`config.mk`:
```
export PLATFORM = sky130hd
export DESIGN_NAME = scc_regs
export DESIGN_NICKNAME = d
export VERILOG_FILES = /design/src/rtl/scc_pkg.sv /design/src/rtl/scc_pri_if.sv /design/src/rtl/scc_group_cmp.sv /design/src/rtl/scc_regs.sv
export SDC_FILE = /design/constraint.sdc
export NUM_CORES = 1
export LEC_CHECK = 0
export BUFFER_PORTS_ARGS = -buffer_cell sky130_fd_sc_hd__buf_2
export CELL_PAD_IN_SITES_DETAIL_PLACEMENT = 2
export CELL_PAD_IN_SITES_GLOBAL_PLACEMENT = 2
export CORE_MARGIN = 2
export CORE_UTILIZATION = 26
export DETAILED_ROUTE_END_ITERATION = 8
export PLACE_DENSITY_LB_ADDON = 0.1
export SYNTH_ARGS = -nofsm -noshare
export SYNTH_HDL_FRONTEND = slang
export SYNTH_SLANG_ARGS = --single-unit
export TNS_END_PERCENT = 50
```
`constraint.sdc`:
```
create_clock -name clk -period 6.7 [get_ports clk]
set_input_delay 0 -clock clk [delete_from_list [all_inputs] [get_ports clk]]
set_output_delay 0 -clock clk [all_outputs]
set_load 0.02 [all_outputs]
```
`src/rtl/scc_pkg.sv`:
```
// Package with the register map, field positions and encodings of the system control block.
package scc_pkg;

  // ----------------------------------------------------------------------
  // Register offsets (byte addresses)
  // ----------------------------------------------------------------------
  localparam logic [7:0] AIRC_OFS = 8'h0C;
  localparam logic [7:0] SLEEP_OFS = 8'h10;
  localparam logic [7:0] CFG_OFS = 8'h14;

  // ----------------------------------------------------------------------
  // Interrupt and reset control fields
  // ----------------------------------------------------------------------
  localparam logic [15:0] WRITE_KEY = 16'h05FA;
  localparam logic [15:0] READ_KEY = 16'hFA05;
  localparam int KEY_LSB = 16;
  localparam int ENDIAN_BIT = 15;
  localparam int PRIGRP_LSB = 8;
  localparam int SYSRST_BIT = 2;
  localparam logic [2:0] PRIGRP_RST = 3'h0;

  // ----------------------------------------------------------------------
  // Sleep control fields
  // ----------------------------------------------------------------------
  localparam int EVPEND_BIT = 4;
  localparam int DEEP_BIT = 2;
  localparam int SLEXIT_BIT = 1;

  // ----------------------------------------------------------------------
  // Configuration control fields
  // ----------------------------------------------------------------------
  localparam int STKAL_BIT = 9;
  localparam int BFIGN_BIT = 8;
  localparam int DIVZ_BIT = 4;
  localparam int UNAL_BIT = 3;
  localparam int TRIG_BIT = 1;
  localparam int THRD_BIT = 0;
  localparam logic [31:0] REG_RST = 32'h0000_0000;

endpackage : scc_pkg

```
`src/rtl/scc_pri_if.sv`:
```
// Interface carrying a priority pair and its group comparison result.
interface scc_pri_if;
  logic [2:0] grouping;
  logic [7:0] pri_new;
  logic [7:0] pri_cur;
  logic preempt;
  modport cmp (input grouping, input pri_new, input pri_cur, output preempt);
  modport user (output grouping, output pri_new, output pri_cur, input preempt);
endinterface : scc_pri_if

```
`src/rtl/scc_group_cmp.sv`:
```
// Group priority comparator that masks subpriority bits by the grouping code.
module scc_group_cmp (
  scc_pri_if.cmp p
);

  logic [7:0] mask;

  // Code n leaves bits [7:n+1] as group priority; code 7 leaves none.
  always_comb begin
    mask = 8'hFF << (p.grouping + 3'h1);
    if (p.grouping == 3'h7) begin
      mask = 8'h00;
    end
  end

  // group only compare
  // Lower value is more urgent, so a strictly smaller group preempts.
  assign p.preempt = (p.pri_new & mask) < (p.pri_cur & mask);

endmodule : scc_group_cmp

```
`src/rtl/scc_regs.sv`:
```
// System control configuration registers with their core-side control outputs.
// What this block does
// Writes to interrupt/reset control need key 0x5FA; key reads 0xFA05.
// Three-bit grouping field places a binary point in 8-bit priorities.
// Each grouping code gives fixed group/subpriority split, 0b011 gives 16/16.
// Preemption compares only the group priority part.
// Writing 1 to reset request pulses outer reset request; bit reads 0.
// Software writes 0 to both debug bits; they read as 0.
// Event-on-pending set: any interrupt wakes; clear: only enabled ones.
// Send-event instruction or external event always wakes the core.
// Deep-sleep bit selects ordinary sleep (0) or deep sleep (1).
// Sleep-on-exit bit makes handler-to-thread return enter sleep.
// Stack alignment bit selects 4 or 8 byte alignment, recorded in bit 9.
// Bus-fault-ignore clear: data bus fault at priority -1/-2 locks up.
// Bus-fault-ignore set: such handlers ignore data bus faults and continue.
// Software sets bus-fault-ignore only with handler and data in safe memory.
// Divide trap set: zero divisor faults; clear: quotient is zero.
// Unaligned trap set: unaligned halfword or word access faults.
// Unaligned multiple and doubleword transfers always fault.
// Unprivileged trigger bit permits unprivileged trigger register access.
// Thread-entry bit 0 allows thread entry only with no active exception.
// Reserved bits read zero and ignore writes.
// Endianness status bit is read-only: 0 little, 1 big.
module scc_regs (
  input wire logic clk,
  input wire logic sys_rst,
  input wire logic [7:0] addr,
  input wire logic [31:0] wdata,
  input wire logic wr_en,
  input wire logic rd_en,
  output logic [31:0] rdata,
  input wire logic big_endian,
  input wire logic [7:0] pri_new,
  input wire logic [7:0] pri_cur,
  output logic preempt,
  input wire logic irq_pending_any,
  input wire logic irq_pending_enabled,
  input wire logic event_enabled,
  input wire logic sev_exec,
  input wire logic ext_event,
  output logic wake,
  input wire logic sleep_req,
  input wire logic handler_return,
  output logic sleep_enter,
  output logic deep_sleep_enter,
  output logic sys_reset_req,
  output logic stack_align8,
  input wire logic bus_fault_in,
  input wire logic in_neg_priority,
  output logic lockup,
  output logic bus_fault_ignored,
  input wire logic div_zero,
  output logic div_trap,
  input wire logic unaligned_single,
  input wire logic unaligned_multi,
  output logic usage_fault,
  input wire logic unpriv_trig_access,
  output logic trig_access_ok,
  input wire logic exc_active,
  input wire logic exc_return_thread,
  output logic thread_entry_ok,
  output logic [2:0] priority_grouping
);

  // ----------------------------------------------------------------------
  // Stored fields
  // ----------------------------------------------------------------------
  logic [2:0] priority_grouping_field_r;
  logic event_on_pending_bit_r;
  logic deep_sleep_select_bit_r;
  logic sleep_on_handler_return_bit_r;
  logic stack_alignment_bit_r;
  logic bus_fault_ignore_bit_r;
  logic divide_zero_trap_bit_r;
  logic unaligned_trap_bit_r;
  logic unprivileged_trigger_access_bit_r;
  logic thread_entry_any_level_bit_r;
  logic [31:0] airc_rd;
  logic [31:0] sleep_rd;
  logic [31:0] cfg_rd;
  logic preempt_nxt;
  logic key_ok;
  logic sleep_any;
  logic wake_nxt;
  logic deep_nxt;
  logic lockup_nxt;
  logic ignored_nxt;
  logic div_trap_nxt;
  logic usage_fault_nxt;
  logic trig_ok_nxt;
  logic thread_ok_nxt;

  scc_pri_if pri_bus ();

  assign pri_bus.grouping = priority_grouping_field_r;
  assign pri_bus.pri_new = pri_new;
  assign pri_bus.pri_cur = pri_cur;
  assign preempt_nxt = pri_bus.preempt;

  // group comparator
  scc_group_cmp u_cmp (
    .p(pri_bus.cmp)
  );

  // key check
  // Only the upper half of the data carries the key.
  assign key_ok = (wdata[31:scc_pkg::KEY_LSB] == scc_pkg::WRITE_KEY);

  // ----------------------------------------------------------------------
  // Interrupt and reset control register
  // ----------------------------------------------------------------------

  // grouping field store
  // codes kept verbatim
  always_ff @(posedge clk or posedge sys_rst) begin
    if (sys_rst) begin
      priority_grouping_field_r <= scc_pkg::PRIGRP_RST;
    end else if (wr_en && addr == scc_pkg::AIRC_OFS && key_ok) begin
      priority_grouping_field_r <= wdata[scc_pkg::PRIGRP_LSB +: 3];
    end
  end

  // reset request pulse
  // A single-cycle pulse; the outer reset controller stretches it as needed.
  always_ff @(posedge clk or posedge sys_rst) begin
    if (sys_rst) begin
      sys_reset_req <= 1'b0;
    end else begin
      sys_reset_req <= wr_en && addr == scc_pkg::AIRC_OFS && key_ok &&
                       wdata[scc_pkg::SYSRST_BIT];
    end
  end

  // ----------------------------------------------------------------------
  // Sleep control register
  // ----------------------------------------------------------------------

  // only named bits stored
  always_ff @(posedge clk or posedge sys_rst) begin
    if (sys_rst) begin
      event_on_pending_bit_r <= 1'b0;
      deep_sleep_select_bit_r <= 1'b0;
      sleep_on_handler_return_bit_r <= 1'b0;
    end else if (wr_en && addr == scc_pkg::SLEEP_OFS) begin
      event_on_pending_bit_r <= wdata[scc_pkg::EVPEND_BIT];
      deep_sleep_select_bit_r <= wdata[scc_pkg::DEEP_BIT];
      sleep_on_handler_return_bit_r <= wdata[scc_pkg::SLEXIT_BIT];
    end
  end

  // ----------------------------------------------------------------------
  // Configuration control register
  // ----------------------------------------------------------------------

  // only named bits stored
  always_ff @(posedge clk or posedge sys_rst) begin
    if (sys_rst) begin
      stack_alignment_bit_r <= 1'b0;
      bus_fault_ignore_bit_r <= 1'b0;
      divide_zero_trap_bit_r <= 1'b0;
      unaligned_trap_bit_r <= 1'b0;
      unprivileged_trigger_access_bit_r <= 1'b0;
      thread_entry_any_level_bit_r <= 1'b0;
    end else if (wr_en && addr == scc_pkg::CFG_OFS) begin
      stack_alignment_bit_r <= wdata[scc_pkg::STKAL_BIT];
      bus_fault_ignore_bit_r <= wdata[scc_pkg::BFIGN_BIT];
      divide_zero_trap_bit_r <= wdata[scc_pkg::DIVZ_BIT];
      unaligned_trap_bit_r <= wdata[scc_pkg::UNAL_BIT];
      unprivileged_trigger_access_bit_r <= wdata[scc_pkg::TRIG_BIT];
      thread_entry_any_level_bit_r <= wdata[scc_pkg::THRD_BIT];
    end
  end

  // ----------------------------------------------------------------------
  // Read path
  // ----------------------------------------------------------------------

  // key readback
  // debug bits read zero
  // endianness status
  always_comb begin
    airc_rd = scc_pkg::REG_RST;
    airc_rd[31:scc_pkg::KEY_LSB] = scc_pkg::READ_KEY;
    airc_rd[scc_pkg::ENDIAN_BIT] = big_endian;
    airc_rd[scc_pkg::PRIGRP_LSB +: 3] = priority_grouping_field_r;
  end

  // reserved reads zero
  always_comb begin
    sleep_rd = scc_pkg::REG_RST;
    sleep_rd[scc_pkg::EVPEND_BIT] = event_on_pending_bit_r;
    sleep_rd[scc_pkg::DEEP_BIT] = deep_sleep_select_bit_r;
    sleep_rd[scc_pkg::SLEXIT_BIT] = sleep_on_handler_return_bit_r;
    cfg_rd = scc_pkg::REG_RST;
    cfg_rd[scc_pkg::STKAL_BIT] = stack_alignment_bit_r;
    cfg_rd[scc_pkg::BFIGN_BIT] = bus_fault_ignore_bit_r;
    cfg_rd[scc_pkg::DIVZ_BIT] = divide_zero_trap_bit_r;
    cfg_rd[scc_pkg::UNAL_BIT] = unaligned_trap_bit_r;
    cfg_rd[scc_pkg::TRIG_BIT] = unprivileged_trigger_access_bit_r;
    cfg_rd[scc_pkg::THRD_BIT] = thread_entry_any_level_bit_r;
  end

  // Read data stand only in the cycle after the strobe; unmapped reads give zero.
  always_ff @(posedge clk or posedge sys_rst) begin
    if (sys_rst) begin
      rdata <= scc_pkg::REG_RST;
    end else if (rd_en) begin
      case (addr)
        scc_pkg::AIRC_OFS: rdata <= airc_rd;
        scc_pkg::SLEEP_OFS: rdata <= sleep_rd;
        scc_pkg::CFG_OFS: rdata <= cfg_rd;
        default: rdata <= scc_pkg::REG_RST;
      endcase
    end else begin
      rdata <= scc_pkg::REG_RST;
    end
  end

  // ----------------------------------------------------------------------
  // Core-side decisions, registered one cycle after their inputs; stack_align8 and priority_grouping two cycles after the write
  // ----------------------------------------------------------------------

  // Next values of the wake, sleep, fault, trap and permission outputs, from this cycle's inputs and stored bits.
  // Gathering them here keeps each output below a plain flip-flop copy, free of glitches.
  always_comb begin
    // wake source select
    // event always wakes
    wake_nxt = (event_on_pending_bit_r ? irq_pending_any : irq_pending_enabled) ||
               event_enabled || sev_exec || ext_event;
    // sleep on return
    sleep_any = sleep_req || (handler_return && sleep_on_handler_return_bit_r);
    // sleep depth select
    deep_nxt = sleep_any && deep_sleep_select_bit_r;
    // lockup on fault
    lockup_nxt = bus_fault_in && in_neg_priority && !bus_fault_ignore_bit_r;
    // ignore when enabled
    ignored_nxt = bus_fault_in && in_neg_priority && bus_fault_ignore_bit_r;
    // divide trap
    div_trap_nxt = div_zero && divide_zero_trap_bit_r;
    // unaligned single trap
    // multiple always faults
    usage_fault_nxt = unaligned_multi || (unaligned_single && unaligned_trap_bit_r);
    // trigger access gate
    trig_ok_nxt = unpriv_trig_access && unprivileged_trigger_access_bit_r;
    // thread entry gate
    thread_ok_nxt = !exc_active || (thread_entry_any_level_bit_r && exc_return_thread);
  end

  // Wake request towards the core.
  always_ff @(posedge clk or posedge sys_rst) begin
    if (sys_rst) begin
      wake <= 1'b0;
    end else begin
      wake <= wake_nxt;
    end
  end

  // Sleep entry and its depth; deep sleep is only ever flagged beside sleep entry.
  always_ff @(posedge clk or posedge sys_rst) begin
    if (sys_rst) begin
      sleep_enter <= 1'b0;
      deep_sleep_enter <= 1'b0;
    end else begin
      sleep_enter <= sleep_any;
      deep_sleep_enter <= deep_nxt;
    end
  end

  // Fault outcome at negative priority; the two outputs are never high together.
  always_ff @(posedge clk or posedge sys_rst) begin
    if (sys_rst) begin
      lockup <= 1'b0;
      bus_fault_ignored <= 1'b0;
    end else begin
      lockup <= lockup_nxt;
      bus_fault_ignored <= ignored_nxt;
    end
  end

  // Divide trap towards the core.
  always_ff @(posedge clk or posedge sys_rst) begin
    if (sys_rst) begin
      div_trap <= 1'b0;
    end else begin
      div_trap <= div_trap_nxt;
    end
  end

  // Usage fault for unaligned transfers.
  always_ff @(posedge clk or posedge sys_rst) begin
    if (sys_rst) begin
      usage_fault <= 1'b0;
    end else begin
      usage_fault <= usage_fault_nxt;
    end
  end

  // Permission for unprivileged access to the trigger register.
  always_ff @(posedge clk or posedge sys_rst) begin
    if (sys_rst) begin
      trig_access_ok <= 1'b0;
    end else begin
      trig_access_ok <= trig_ok_nxt;
    end
  end

  // Permission to enter thread mode; held low while reset stands.
  always_ff @(posedge clk or posedge sys_rst) begin
    if (sys_rst) begin
      thread_entry_ok <= 1'b0;
    end else begin
      thread_entry_ok <= thread_ok_nxt;
    end
  end

  // alignment select
  always_ff @(posedge clk or posedge sys_rst) begin
    if (sys_rst) begin
      stack_align8 <= 1'b0;
    end else begin
      stack_align8 <= stack_alignment_bit_r;
    end
  end

  // grouping to core
  always_ff @(posedge clk or posedge sys_rst) begin
    if (sys_rst) begin
      priority_grouping <= scc_pkg::PRIGRP_RST;
    end else begin
      priority_grouping <= priority_grouping_field_r;
    end
  end

  // preemption result
  always_ff @(posedge clk or posedge sys_rst) begin
    if (sys_rst) begin
      preempt <= 1'b0;
    end else begin
      preempt <= preempt_nxt;
    end
  end

endmodule : scc_regs

```
# Word level (Yosys, flattened, before mapping)
# Index checks and enable logic that the tools add are counted.
# totals
regBits	59
in_bits	76
output_inout_bits	47
elab_cells	60
# op_classes
n_addsub	1
order_cmp	1
n_eq_ne	5
n_shift	1
muxes	4
n_bitwise	2
n_reduce_logical	22
# ops
op	count
one-hot mux 32 bit (3 select lines)	1
2-to-1 mux 32 bit	1
bitwise AND 8 bit	2
equality test 16 x 11 -> 1 bit, second input constant	1
equality test 8 x 5 -> 1 bit, second input constant	2
logical AND 1 bit	14
equality test 8 x 4 -> 1 bit, second input constant	1
< comparator 8 bit	1
2-to-1 mux 8 bit	1
left shift 8 x 3 -> 8 bit, first input constant	1
logical OR 1 bit	6
adder 3 x 1 -> 3 bit, second input constant	1
equality test 3 bit, second input constant	1
zero test 1 bit	2
2-to-1 mux 1 bit	1

# Depth between registers and ports, before layout
# Gate-level depths: netlist (run 1).
# depth
word_depth	5
mapped_depth	9
ltp_nobuf	9

# Cells and area by module
# A second synthesis (run 1) with hierarchy kept.
# unflattened
hier_cells	169
area_unflattened_um2	1956.9
# modules_own_cells
module	instances	cells_per_inst	area_each_um2	seq_area_each_um2
scc_regs	1	122	1614.0	925.9
scc_group_cmp	1	47	342.8	0.0

# Least setup slack after synthesis (run 1)
# OpenSTA, ideal clock, no wires.
# synth_timing
path_type	reg-to-reg
startpoint	register priority_grouping_field_r[0] (netlist: pri_bus.grouping[0])
endpoint	register preempt
setup_ns	0.082
arrival_time_ns	2.055
required_time_ns	6.618
path_slack_ns	4.563
path_stages_with_launch	10
path_buffers	0
synth_period_minus_slack_ns	2.137
path_cell_list	dfrtp_1 > ha_1 > inv_1 > ha_1 > a21oi_1 > and2_1 > ha_1 > a21o_1 > a221o_1 > a31oi_1
# synth_between
elab_chain_cells	5
word_cells_on_any_way	7
classes_between	1 x add/sub; 1 x order compare; 1 x eq/ne; 1 x shift; 1 x mux; 2 x bitwise
# synth_rtl
element	line	rtl
start: declaration	scc_regs.sv:68	logic [2:0] priority_grouping_field_r;
start signal: assignment	scc_regs.sv:117	priority_grouping_field_r <= scc_pkg::PRIGRP_RST;
start signal: assignment	scc_regs.sv:119	priority_grouping_field_r <= wdata[scc_pkg::PRIGRP_LSB +: 3];
adder 3 x 1 -> 3 bit	scc_group_cmp.sv:10	mask = 8'hFF << (p.grouping + 3'h1);
left shift 8 x 3 -> 8 bit	scc_group_cmp.sv:10	
2-to-1 mux 8 bit (*)	scc_group_cmp.sv:11	if (p.grouping == 3'h7) begin
bitwise AND 8 bit	scc_group_cmp.sv:18	assign p.preempt = (p.pri_new & mask) < (p.pri_cur & mask);
< comparator 8 bit (*)	scc_group_cmp.sv:18	
named net preempt_nxt	scc_regs.sv:81	logic preempt_nxt;
end signal: assignment	scc_regs.sv:339	preempt <= preempt_nxt;
end: declaration	scc_regs.sv:35	output logic preempt,
# The timed path passes the listed nets; every way through them passes the cells marked *.
# A chain may end at the register's enable or synchronous reset.

# Worst setup path in the final report (run 1)
# Ends and elaborated chain as after synthesis.

==> run_summary.xml, run 1 <==
<?xml version="1.0" encoding="UTF-8"?>
<metrics>
  <group name="power">
    <metric name="ir_worst_vdd" unit="V">0.000102</metric>
    <metric name="seq_power_share" unit="">0.457</metric>
    <metric name="reported_net_switching_power" unit="mW">0.121</metric>
    <metric name="power.internal" unit="mW">0.386</metric>
    <metric name="total_leakage_power" unit="nW">1.53</metric>
    <metric name="share_clk_of_total_power" unit="">0.403</metric>
    <metric name="p_comb_frac" unit="">0.141</metric>
    <metric name="p_sw_frac" unit="">0.239</metric>
    <metric name="power_per_cell_area" unit="nW/µm²">183</metric>
  </group>
  <group name="global_routing">
    <metric name="grt_first_pass_wirelength" unit="µm">8680</metric>
    <metric name="groute.usage.overall" unit="">0.134</metric>
    <metric name="met3_usage" unit="">0.0461</metric>
    <metric name="globalRoute.totalOverflow" unit="">0</metric>
    <metric name="grt_busiest_layer" unit="">met2</metric>
    <metric name="global_route.usage.met1" unit="">0.153</metric>
    <metric name="grt_max_degree" unit="">38</metric>
    <metric name="grt_antenna_before_repair" unit="">0</metric>
    <metric name="grtUsageMet2" unit="">0.237</metric>
    <metric name="grt_pass1_vias" unit="">1791</metric>
  </group>
  <group name="floorplan">
    <metric name="boundaryPins" unit="">123</metric>
    <metric name="design.die.area" unit="µm²">8080</metric>
    <metric name="dieWidth" unit="µm">89.9</metric>
    <metric name="initial_utilization" unit="">0.266</metric>
    <metric name="die_h" unit="µm">89.9</metric>
    <metric name="core_area" unit="µm²">7210</metric>
    <metric name="rows" unit="">31</metric>
  </group>
  <group name="final_layout">
    <metric name="area_of_combinational_cells_with_multiple_inputs" unit="µm²">826</metric>
    <metric name="largest_reg_flops" unit="">10</metric>
    <metric name="largest-register" unit="">rdata</metric>
    <metric name="final_layout_size_suffix_gt1_frac" unit="">0.424</metric>
    <metric name="layout.filler_cells" unit="">817</metric>
    <metric name="final-seq-area" unit="µm²">926</metric>
    <metric name="design.final.nets" unit="">377</metric>
    <metric name="synthToLayoutAreaGrowth" unit="%">44.6</metric>
    <metric name="number_of_inserted_diodes" unit="">0</metric>
  </group>
  <group name="clock_tree">
    <metric name="post_cts.resized_instances" unit="">0</metric>
    <metric name="numCtsBuffers" unit="">5</metric>
    <metric name="clk_latency" unit="ns">0.29</metric>
    <metric name="number_of_sinks_driven_by_the_clock_tree" unit="">37</metric>
    <metric name="clock_path_buffers" unit="">2</metric>
    <metric name="cts_setup_buffers" unit="">0</metric>
    <metric name="cts.reportedPaths.clkPinSlew" unit="ns">0.08</metric>
    <metric name="library_cell_used_as_clock_root_buffer" unit="">sky130_fd_sc_hd__clkbuf_8</metric>
    <metric name="cts_tree" unit="">yes</metric>
    <metric name="htree_num_levels" unit="">2</metric>
    <metric name="cts_hold_buffers" unit="">24</metric>
  </group>
  <group name="synth">
    <metric name="synth_most_common_cell" unit="">sky130_fd_sc_hd__dfrtp_1</metric>
    <metric name="synthMuxAreaShare" unit="">0.0920</metric>
    <metric name="synth.yosys.seq_area_share" unit="">0.483</metric>
    <metric name="ys_async_rst_share" unit="">1.00</metric>
    <metric name="yosysWarningCount" unit="">0</metric>
    <metric name="netlist_instances" unit="">168</metric>
    <metric name="ys_seq_elements" unit="">37</metric>
    <metric name="synth_area_per_cell" unit="µm²">11.4</metric>
    <metric name="synthDominantAreaCellType" unit="">sky130_fd_sc_hd__dfrtp_1</metric>
    <metric name="synth_top_family_by_area" unit="">simple AND/OR/NAND/NOR gates</metric>
    <metric name="synth_compound_gate_area_share" unit="">0.0463</metric>
    <metric name="synth.area.top_cells" unit="">sky130_fd_sc_hd__dfrtp_1, sky130_fd_sc_hd__buf_4, sky130_fd_sc_hd__ha_1</metric>
    <metric name="synth-simple-area-share" unit="">0.185</metric>
    <metric name="post_synth_design_cell_area" unit="µm²">1920</metric>
    <metric name="synth-xor-area-share" unit="">0</metric>
    <metric name="yosys-top-cells-count" unit="">sky130_fd_sc_hd__dfrtp_1, sky130_fd_sc_hd__buf_4, sky130_fd_sc_hd__nand2_1, sky130_fd_sc_hd__ha_1, sky130_fd_sc_hd__and2_1</metric>
    <metric name="synthAdderAreaFrac" unit="">0.0783</metric>
    <metric name="synth.distinct_cells" unit="">38</metric>
    <metric name="synth_top_area_share" unit="">0.483</metric>
    <metric name="synth_ff_type" unit="">sky130_fd_sc_hd__dfrtp_1</metric>
    <metric name="number_of_enable_flip_flop_cells_after_synthesis" unit="">0</metric>
  </group>
  <group name="sta">
    <metric name="hold_slack" unit="ns">0.00816</metric>
    <metric name="finalCriticalPeriod" unit="ns">2.38</metric>
    <metric name="timing_max_transition_violations_final" unit="">0</metric>
    <metric name="sum_of_negative_setup_slack" unit="ns">0</metric>
    <metric name="tightest_slew" unit="ns">0.671</metric>
    <metric name="report.final.hold_viol_count" unit="">0</metric>
    <metric name="final.setup_skew" unit="ns">0.00395</metric>
    <metric name="timing.slew.headroom" unit="">0.549</metric>
    <metric name="rsz0062_at_grt" unit="">no</metric>
    <metric name="maxClockFrequency" unit="MHz">421</metric>
    <metric name="fin_crit_sh" unit="">0.355</metric>
    <metric name="finalSetupViolCount" unit="">0</metric>
  </group>
  <group name="placement">
    <metric name="hpwl" unit="µm">4030</metric>
    <metric name="port-buffer-count" unit="">99</metric>
    <metric name="globalplace.congestion" unit="">0.685</metric>
  </group>
  <group name="outcome">
    <metric name="outcome" unit="">complete, no violations</metric>
  </group>
  <group name="drt">
    <metric name="post_drt_wl_per_cell" unit="µm">13.2</metric>
    <metric name="drt.antenna.violating_nets" unit="">0</metric>
    <metric name="finalWirelength" unit="µm">5140</metric>
    <metric name="drt-initial-drc-count" unit="">14</metric>
    <metric name="number_of_vias_per_cell" unit="">4.19</metric>
    <metric name="drt_pass1_iterations" unit="">3</metric>
    <metric name="post-route-drc-count" unit="">0</metric>
    <metric name="dr_total_vias" unit="">1631</metric>
  </group>
  <group name="setup_path">
    <metric name="worstSetupStartpointType" unit="">flip-flop</metric>
    <metric name="reg2reg_to" unit="">preempt</metric>
    <metric name="critical_path.n_buffers_inverters" unit="">1</metric>
    <metric name="slowest_delay" unit="ns">0.46</metric>
    <metric name="worstPathMaxFanout" unit="">6</metric>
    <metric name="criticalPathCategory" unit="">reg -&gt; reg</metric>
    <metric name="required" unit="ns">6.91</metric>
    <metric name="timing.critical_path.max_delay_family" unit="">adder cells</metric>
    <metric name="critPathSlowestCell" unit="">sky130_fd_sc_hd__dfrtp_1</metric>
    <metric name="worst_setup_path_end_kind" unit="">flip-flop</metric>
    <metric name="timing.critical_path.cells" unit="">ha_1 -&gt; inv_1 -&gt; ha_1 -&gt; a21oi_1 -&gt; and2_1 -&gt; ha_1 -&gt; and3_1 -&gt; a221o_1 -&gt; a31oi_1</metric>
    <metric name="reg2reg_setup_slack" unit="ns">4.32</metric>
    <metric name="worst_r2r_src" unit="">pri_bus.grouping[0]</metric>
    <metric name="reg2regPathDepth" unit="">9</metric>
    <metric name="critPathMostFrequentCell" unit="">sky130_fd_sc_hd__ha_1</metric>
    <metric name="cp.arrival" unit="ns">2.59</metric>
  </group>
  <group name="worst_hold_path">
    <metric name="worst_hold_startpoint" unit="">addr[3]</metric>
    <metric name="timing.hold.worst.class" unit="">in -&gt; reg</metric>
    <metric name="worstHoldEndpoint" unit="">rdata[30]</metric>
    <metric name="timing.hold.worst_path_depth" unit="">3</metric>
  </group>
  <group name="job">
    <metric name="maxCapViolCount" unit="">0</metric>
  </group>
</metrics>
metal layers:
| layer | part of all wire | vias to the layer above |
|---|---|---|
| met3 | 0.071 | 4 |
| met4 | 0.010 | 0 |
| met5 | 0 | - |
| met1 | 0.40 | 798 |
| met2 | 0.52 | 55 |
| li1 | - | 774 |
power groups by stage:
stage / Sequential, mW / Clock (mW) / Combinational [mW]
6_report: 0.231 / 0.204 / 0.0714
5_1_grt: 0.232 / 0.221 / 0.0800
4_1_cts: 0.232 / 0.212 / 0.0724
3_5_place_dp: 0.236 / 0 / 0.0619
3_3_place_gp: 0.236 / 0 / 0.0607
2_1_floorplan: 0.239 / 0 / 0.0354
placed cells by master, fill, tap and decap left out, types with 2 or more instances in the layout:
cell                            netlist  routed
sky130_fd_sc_hd__buf_2                1      99
sky130_fd_sc_hd__mux2_1               3       3
sky130_fd_sc_hd__mux2i_1              3       3
sky130_fd_sc_hd__nand2_1             14      14
sky130_fd_sc_hd__a21o_1               3       3
sky130_fd_sc_hd__and2_1              10      10
sky130_fd_sc_hd__clkbuf_8             1       6
sky130_fd_sc_hd__nor3_1               3       3
sky130_fd_sc_hd__conb_1               1      15
sky130_fd_sc_hd__ha_1                12      12
sky130_fd_sc_hd__inv_1                9       9
sky130_fd_sc_hd__nand3_1              2       2
sky130_fd_sc_hd__a21oi_1              4       4
sky130_fd_sc_hd__mux2_4               3       3
sky130_fd_sc_hd__nor2b_1              2       2
sky130_fd_sc_hd__and3_1               3       3
sky130_fd_sc_hd__dfrtp_1             37      37
sky130_fd_sc_hd__nor4b_2              3       3
sky130_fd_sc_hd__nand2b_1             2       2
sky130_fd_sc_hd__nor2_1               7       7
sky130_fd_sc_hd__mux2_2               6       6
sky130_fd_sc_hd__and4_1               2       2
sky130_fd_sc_hd__dlygate4sd3_1        0      24
layout make-up:
cell class	count	area share
tap	99	0.0447
clock inverter	2	0.0135
clock buffer	6	0.0298
multi-input combinational	112	0.298
timing repair buffer	124	0.268
sequential	37	0.334
inverter	9	0.0122
worst max-delay path by stage:
stage	from	endpoint	cells after the start
after floorplan	pri_bus.grouping[0]	preempt	9
after global placement	pri_bus.grouping[1]	preempt	9
after detailed placement	pri_bus.grouping[0]	preempt	9
after CTS	pri_bus.grouping[1]	preempt	9
after global routing	pri_bus.grouping[0]	preempt	9
final	pri_bus.grouping[0]	preempt	9
per-stage QoR:
stage / power [mW] / worst slack, ns / cells / util / cell area, µm²
after floorplan: 0.275 / 4.56 / 182 / - / 1970
after global placement: 0.297 / 4.35 / 357 / 0.334 / 2410
after detailed placement: 0.298 / 4.32 / 357 / 0.334 / 2410
after CTS: 0.516 / 4.29 / 389 / 0.384 / 2770
after global routing: 0.533 / 4.14 / 389 / 0.384 / 2770
final: 0.507 / 4.32 / 389 / 0.384 / 2770
worst min-delay path, stage by stage:
cell                     delay (ns)
sky130_fd_sc_hd__buf_2         0.11
sky130_fd_sc_hd__inv_1         0.05
sky130_fd_sc_hd__nor4_1        0.08
cell families after synthesis:
group,Yosys count
simple gates,57
flops,37
mux,15
other cells,1
fa+ha+maj,12
compound gates,13
buf+inv,33
No activity file was read; power rests on OpenSTA's default activity.
==> run 2: changes to the inputs <==
--- a/config.mk
+++ b/config.mk
@@ -9,7 +9,7 @@
 export CELL_PAD_IN_SITES_DETAIL_PLACEMENT = 2
 export CELL_PAD_IN_SITES_GLOBAL_PLACEMENT = 2
 export CORE_MARGIN = 2
-export CORE_UTILIZATION = 26
+export CORE_UTILIZATION = 24
 export DETAILED_ROUTE_END_ITERATION = 8
 export PLACE_DENSITY_LB_ADDON = 0.1
 export SYNTH_ARGS = -nofsm -noshare
==> constraint.sdc (replaced) <==
create_clock -name clk -period 2.2 [get_ports clk]
set_input_delay 0 -clock clk [delete_from_list [all_inputs] [get_ports clk]]
set_output_delay 0 -clock clk [all_outputs]
set_load 0.02 [all_outputs]
==> run 2 against run 1 <==
  * Largest power group unchanged
  * Final cell count is 1.5% higher
  * Register-to-register slack worse by 4.2 ns
  * Critical path type unchanged
  * Sequential power increased to 3.1 times the previous value
  * Global-route usage fell by 0.95 points
  * Die area grew 8.0%
  * Via count increased by 0.55%
  * Critical endpoint unchanged
==> run_summary.xml, run 2 (synthesis results as in run 1) <==
<?xml version="1.0" encoding="UTF-8"?>
<metrics>
  <group name="outcome">
    <metric name="outcome" unit="">complete, no violations</metric>
  </group>
  <group name="final_layout">
    <metric name="final_core_area_utilization" unit="">0.367</metric>
    <metric name="design.final.nets" unit="">380</metric>
    <metric name="largest-register" unit="">rdata</metric>
    <metric name="final_layout_size_suffix_gt1_frac" unit="">0.464</metric>
    <metric name="largest_reg_flops" unit="">10</metric>
    <metric name="most_common_cell_after_layout_fill_and_taps_aside" unit="">sky130_fd_sc_hd__buf_2</metric>
    <metric name="final-seq-area" unit="µm²">926</metric>
    <metric name="synthToLayoutAreaGrowth" unit="%">48.1</metric>
    <metric name="layout.cells.most_common_list" unit="">sky130_fd_sc_hd__buf_2, sky130_fd_sc_hd__dfrtp_1, sky130_fd_sc_hd__dlygate4sd3_1</metric>
    <metric name="number_of_inserted_diodes" unit="">0</metric>
    <metric name="area_of_combinational_cells_with_multiple_inputs" unit="µm²">906</metric>
    <metric name="stdcell_count" unit="">395</metric>
    <metric name="layout.filler_cells" unit="">892</metric>
  </group>
  <group name="drt">
    <metric name="post-route-drc-count" unit="">0</metric>
    <metric name="drt.antenna.violating_nets" unit="">0</metric>
    <metric name="number_of_vias_per_cell" unit="">4.15</metric>
    <metric name="drt-initial-drc-count" unit="">23</metric>
    <metric name="finalWirelength" unit="µm">5340</metric>
    <metric name="drt_pass1_iterations" unit="">2</metric>
    <metric name="post_drt_wl_per_cell" unit="µm">13.5</metric>
    <metric name="dr_total_vias" unit="">1640</metric>
  </group>
  <group name="sta">
    <metric name="finalSetupViolCount" unit="">0</metric>
    <metric name="sum_of_negative_setup_slack" unit="ns">0</metric>
    <metric name="tightest_slew" unit="ns">0.833</metric>
    <metric name="timing_max_transition_violations_final" unit="">0</metric>
    <metric name="hold_slack" unit="ns">0.0227</metric>
    <metric name="post-route-worst-setup-slack" unit="ns">0.0973</metric>
    <metric name="fin_crit_sh" unit="">0.956</metric>
    <metric name="maxClockFrequency" unit="MHz">476</metric>
    <metric name="report.final.hold_viol_count" unit="">0</metric>
    <metric name="final.setup_skew" unit="ns">0.00328</metric>
    <metric name="timing.slew.headroom" unit="">0.439</metric>
    <metric name="finalCriticalPeriod" unit="ns">2.10</metric>
  </group>
  <group name="global_routing">
    <metric name="grt_antenna_before_repair" unit="">0</metric>
    <metric name="grt_pass1_vias" unit="">1811</metric>
    <metric name="globalRoute.totalOverflow" unit="">0</metric>
    <metric name="grt_first_pass_wirelength" unit="µm">8600</metric>
    <metric name="groute.usage.overall" unit="">0.124</metric>
    <metric name="grt_max_degree" unit="">38</metric>
  </group>
  <group name="placement">
    <metric name="port-buffer-count" unit="">99</metric>
    <metric name="dpl.cell_count" unit="">362</metric>
    <metric name="globalplace.congestion" unit="">0.680</metric>
    <metric name="hpwl" unit="µm">4180</metric>
    <metric name="dp_slack" unit="ns">-0.0117</metric>
  </group>
  <group name="clock_tree">
    <metric name="htree_num_levels" unit="">2</metric>
    <metric name="library_cell_used_as_clock_root_buffer" unit="">sky130_fd_sc_hd__clkbuf_8</metric>
    <metric name="cts_tree" unit="">yes</metric>
    <metric name="number_of_sinks_driven_by_the_clock_tree" unit="">37</metric>
    <metric name="clock_path_buffers" unit="">2</metric>
    <metric name="clk_latency" unit="ns">0.27</metric>
    <metric name="cts.reportedPaths.clkPinSlew" unit="ns">0.07</metric>
    <metric name="numCtsBuffers" unit="">5</metric>
  </group>
  <group name="setup_path">
    <metric name="worst_setup_path_end_kind" unit="">flip-flop</metric>
    <metric name="worst_r2r_src" unit="">pri_bus.grouping[1]</metric>
    <metric name="reg2reg_to" unit="">preempt</metric>
    <metric name="reg2reg_setup_slack" unit="ns">0.1</metric>
    <metric name="worst_setup_path_endpoint" unit="">preempt</metric>
    <metric name="cp-startpoint" unit="">pri_bus.grouping[1]</metric>
    <metric name="worstSetupStartpointType" unit="">flip-flop</metric>
    <metric name="reg2regPathDepth" unit="">9</metric>
    <metric name="worstPathMaxFanout" unit="">5</metric>
    <metric name="criticalPathCategory" unit="">reg -&gt; reg</metric>
    <metric name="required" unit="ns">2.40</metric>
    <metric name="cp.arrival" unit="ns">2.30</metric>
  </group>
  <group name="worst_hold_path">
    <metric name="timing.hold.worst_path_depth" unit="">3</metric>
    <metric name="timing.hold.worst.class" unit="">in -&gt; reg</metric>
  </group>
  <group name="power">
    <metric name="seq_power_share" unit="">0.514</metric>
    <metric name="p_comb_frac" unit="">0.163</metric>
    <metric name="p_sw_frac" unit="">0.246</metric>
    <metric name="ir_worst_vdd" unit="V">0.000265</metric>
    <metric name="share_clk_of_total_power" unit="">0.324</metric>
    <metric name="power.internal" unit="mW">1.04</metric>
    <metric name="power_per_cell_area" unit="nW/µm²">484</metric>
    <metric name="reported_net_switching_power" unit="mW">0.339</metric>
    <metric name="total_leakage_power" unit="nW">1.53</metric>
  </group>
  <group name="job">
    <metric name="maxCapViolCount" unit="">0</metric>
  </group>
  <group name="floorplan">
    <metric name="design.die.area" unit="µm²">8720</metric>
    <metric name="initial_utilization" unit="">0.248</metric>
    <metric name="core_area" unit="µm²">7730</metric>
    <metric name="die_h" unit="µm">93.4</metric>
    <metric name="boundaryPins" unit="">123</metric>
    <metric name="rows" unit="">32</metric>
    <metric name="dieWidth" unit="µm">93.4</metric>
  </group>
</metrics>
[run 2: changes by cell type in the layout (fill, tap and decap cells not counted), moves of 2 or more]
cell / before / now
sky130_fd_sc_hd__a21oi_1: 4 / 2
sky130_fd_sc_hd__ha_1: 12 / 7
sky130_fd_sc_hd__inv_2: 0 / 2
sky130_fd_sc_hd__buf_4: 1 / 4
sky130_fd_sc_hd__ha_4: 0 / 3
sky130_fd_sc_hd__clkbuf_1: 0 / 3
sky130_fd_sc_hd__inv_1: 9 / 7
sky130_fd_sc_hd__ha_2: 0 / 2
sky130_fd_sc_hd__a21oi_4: 0 / 2
[run 2: cell type report]
class / count / area share
Tap cell: 102 / 0.0450
Inverter: 9 / 0.0119
Multi-Input combinational cell: 112 / 0.319
Timing Repair Buffer: 127 / 0.270
Sequential cell: 37 / 0.326
Clock buffer: 8 / 0.0282
[run 2: stage by stage]
step           instance area (µm²)  power, mW
2_1_floorplan                 1970      0.836
3_5_place_dp                  2430      0.908
3_3_place_gp                  2430      0.905
6_report                      2840       1.37
5_1_grt                       2840       1.44
4_1_cts                       2770       1.39
[run 2: per-layer routing]
layer	global-route usage	wire [µm]
met5	0	0
met4	0.0147	8
met3	0.0411	409
met2	0.215	2690
met1	0.155	2230
[run 2: critical path, cell delays in order, from the launching register on]
cell,delay (ns)
sky130_fd_sc_hd__dfrtp_1,0.37
sky130_fd_sc_hd__ha_2,0.19
sky130_fd_sc_hd__inv_2,0.05
sky130_fd_sc_hd__ha_4,0.31
sky130_fd_sc_hd__nor2_2,0.06
sky130_fd_sc_hd__and3_1,0.19
sky130_fd_sc_hd__ha_1,0.21
sky130_fd_sc_hd__nor4b_1,0.32
sky130_fd_sc_hd__o21ai_1,0.16
sky130_fd_sc_hd__a31oi_1,0.17
[run 2: worst min-delay path by stage]
stage | start | endpoint
6_report | rd_en | rdata[8]
5_1_grt | rd_en | rdata[8]
4_1_cts | rd_en | rdata[8]
3_5_place_dp | sys_rst | wake
3_3_place_gp | sys_rst | wake
2_1_floorplan | exc_active | thread_entry_ok
[run 2: power by group through the flow]
stage          sequential (mW)  clock, mW  combinational [mW]
6_report                 0.706      0.445               0.223
5_1_grt                  0.708      0.487               0.250
4_1_cts                  0.706      0.465               0.221
3_5_place_dp             0.719          0               0.189
3_3_place_gp             0.719          0               0.186
2_1_floorplan            0.728          0               0.108
[run 2: what timing repair did]
action / in CTS / in global routing
hold buffers: 24 / 0
endpoints found under the setup margin: 1 / 1
resized for setup: 5 / 12
buffers inserted: 0 / 1
pin swaps: 0 / 3
hold endpoints to repair: 60 / 0
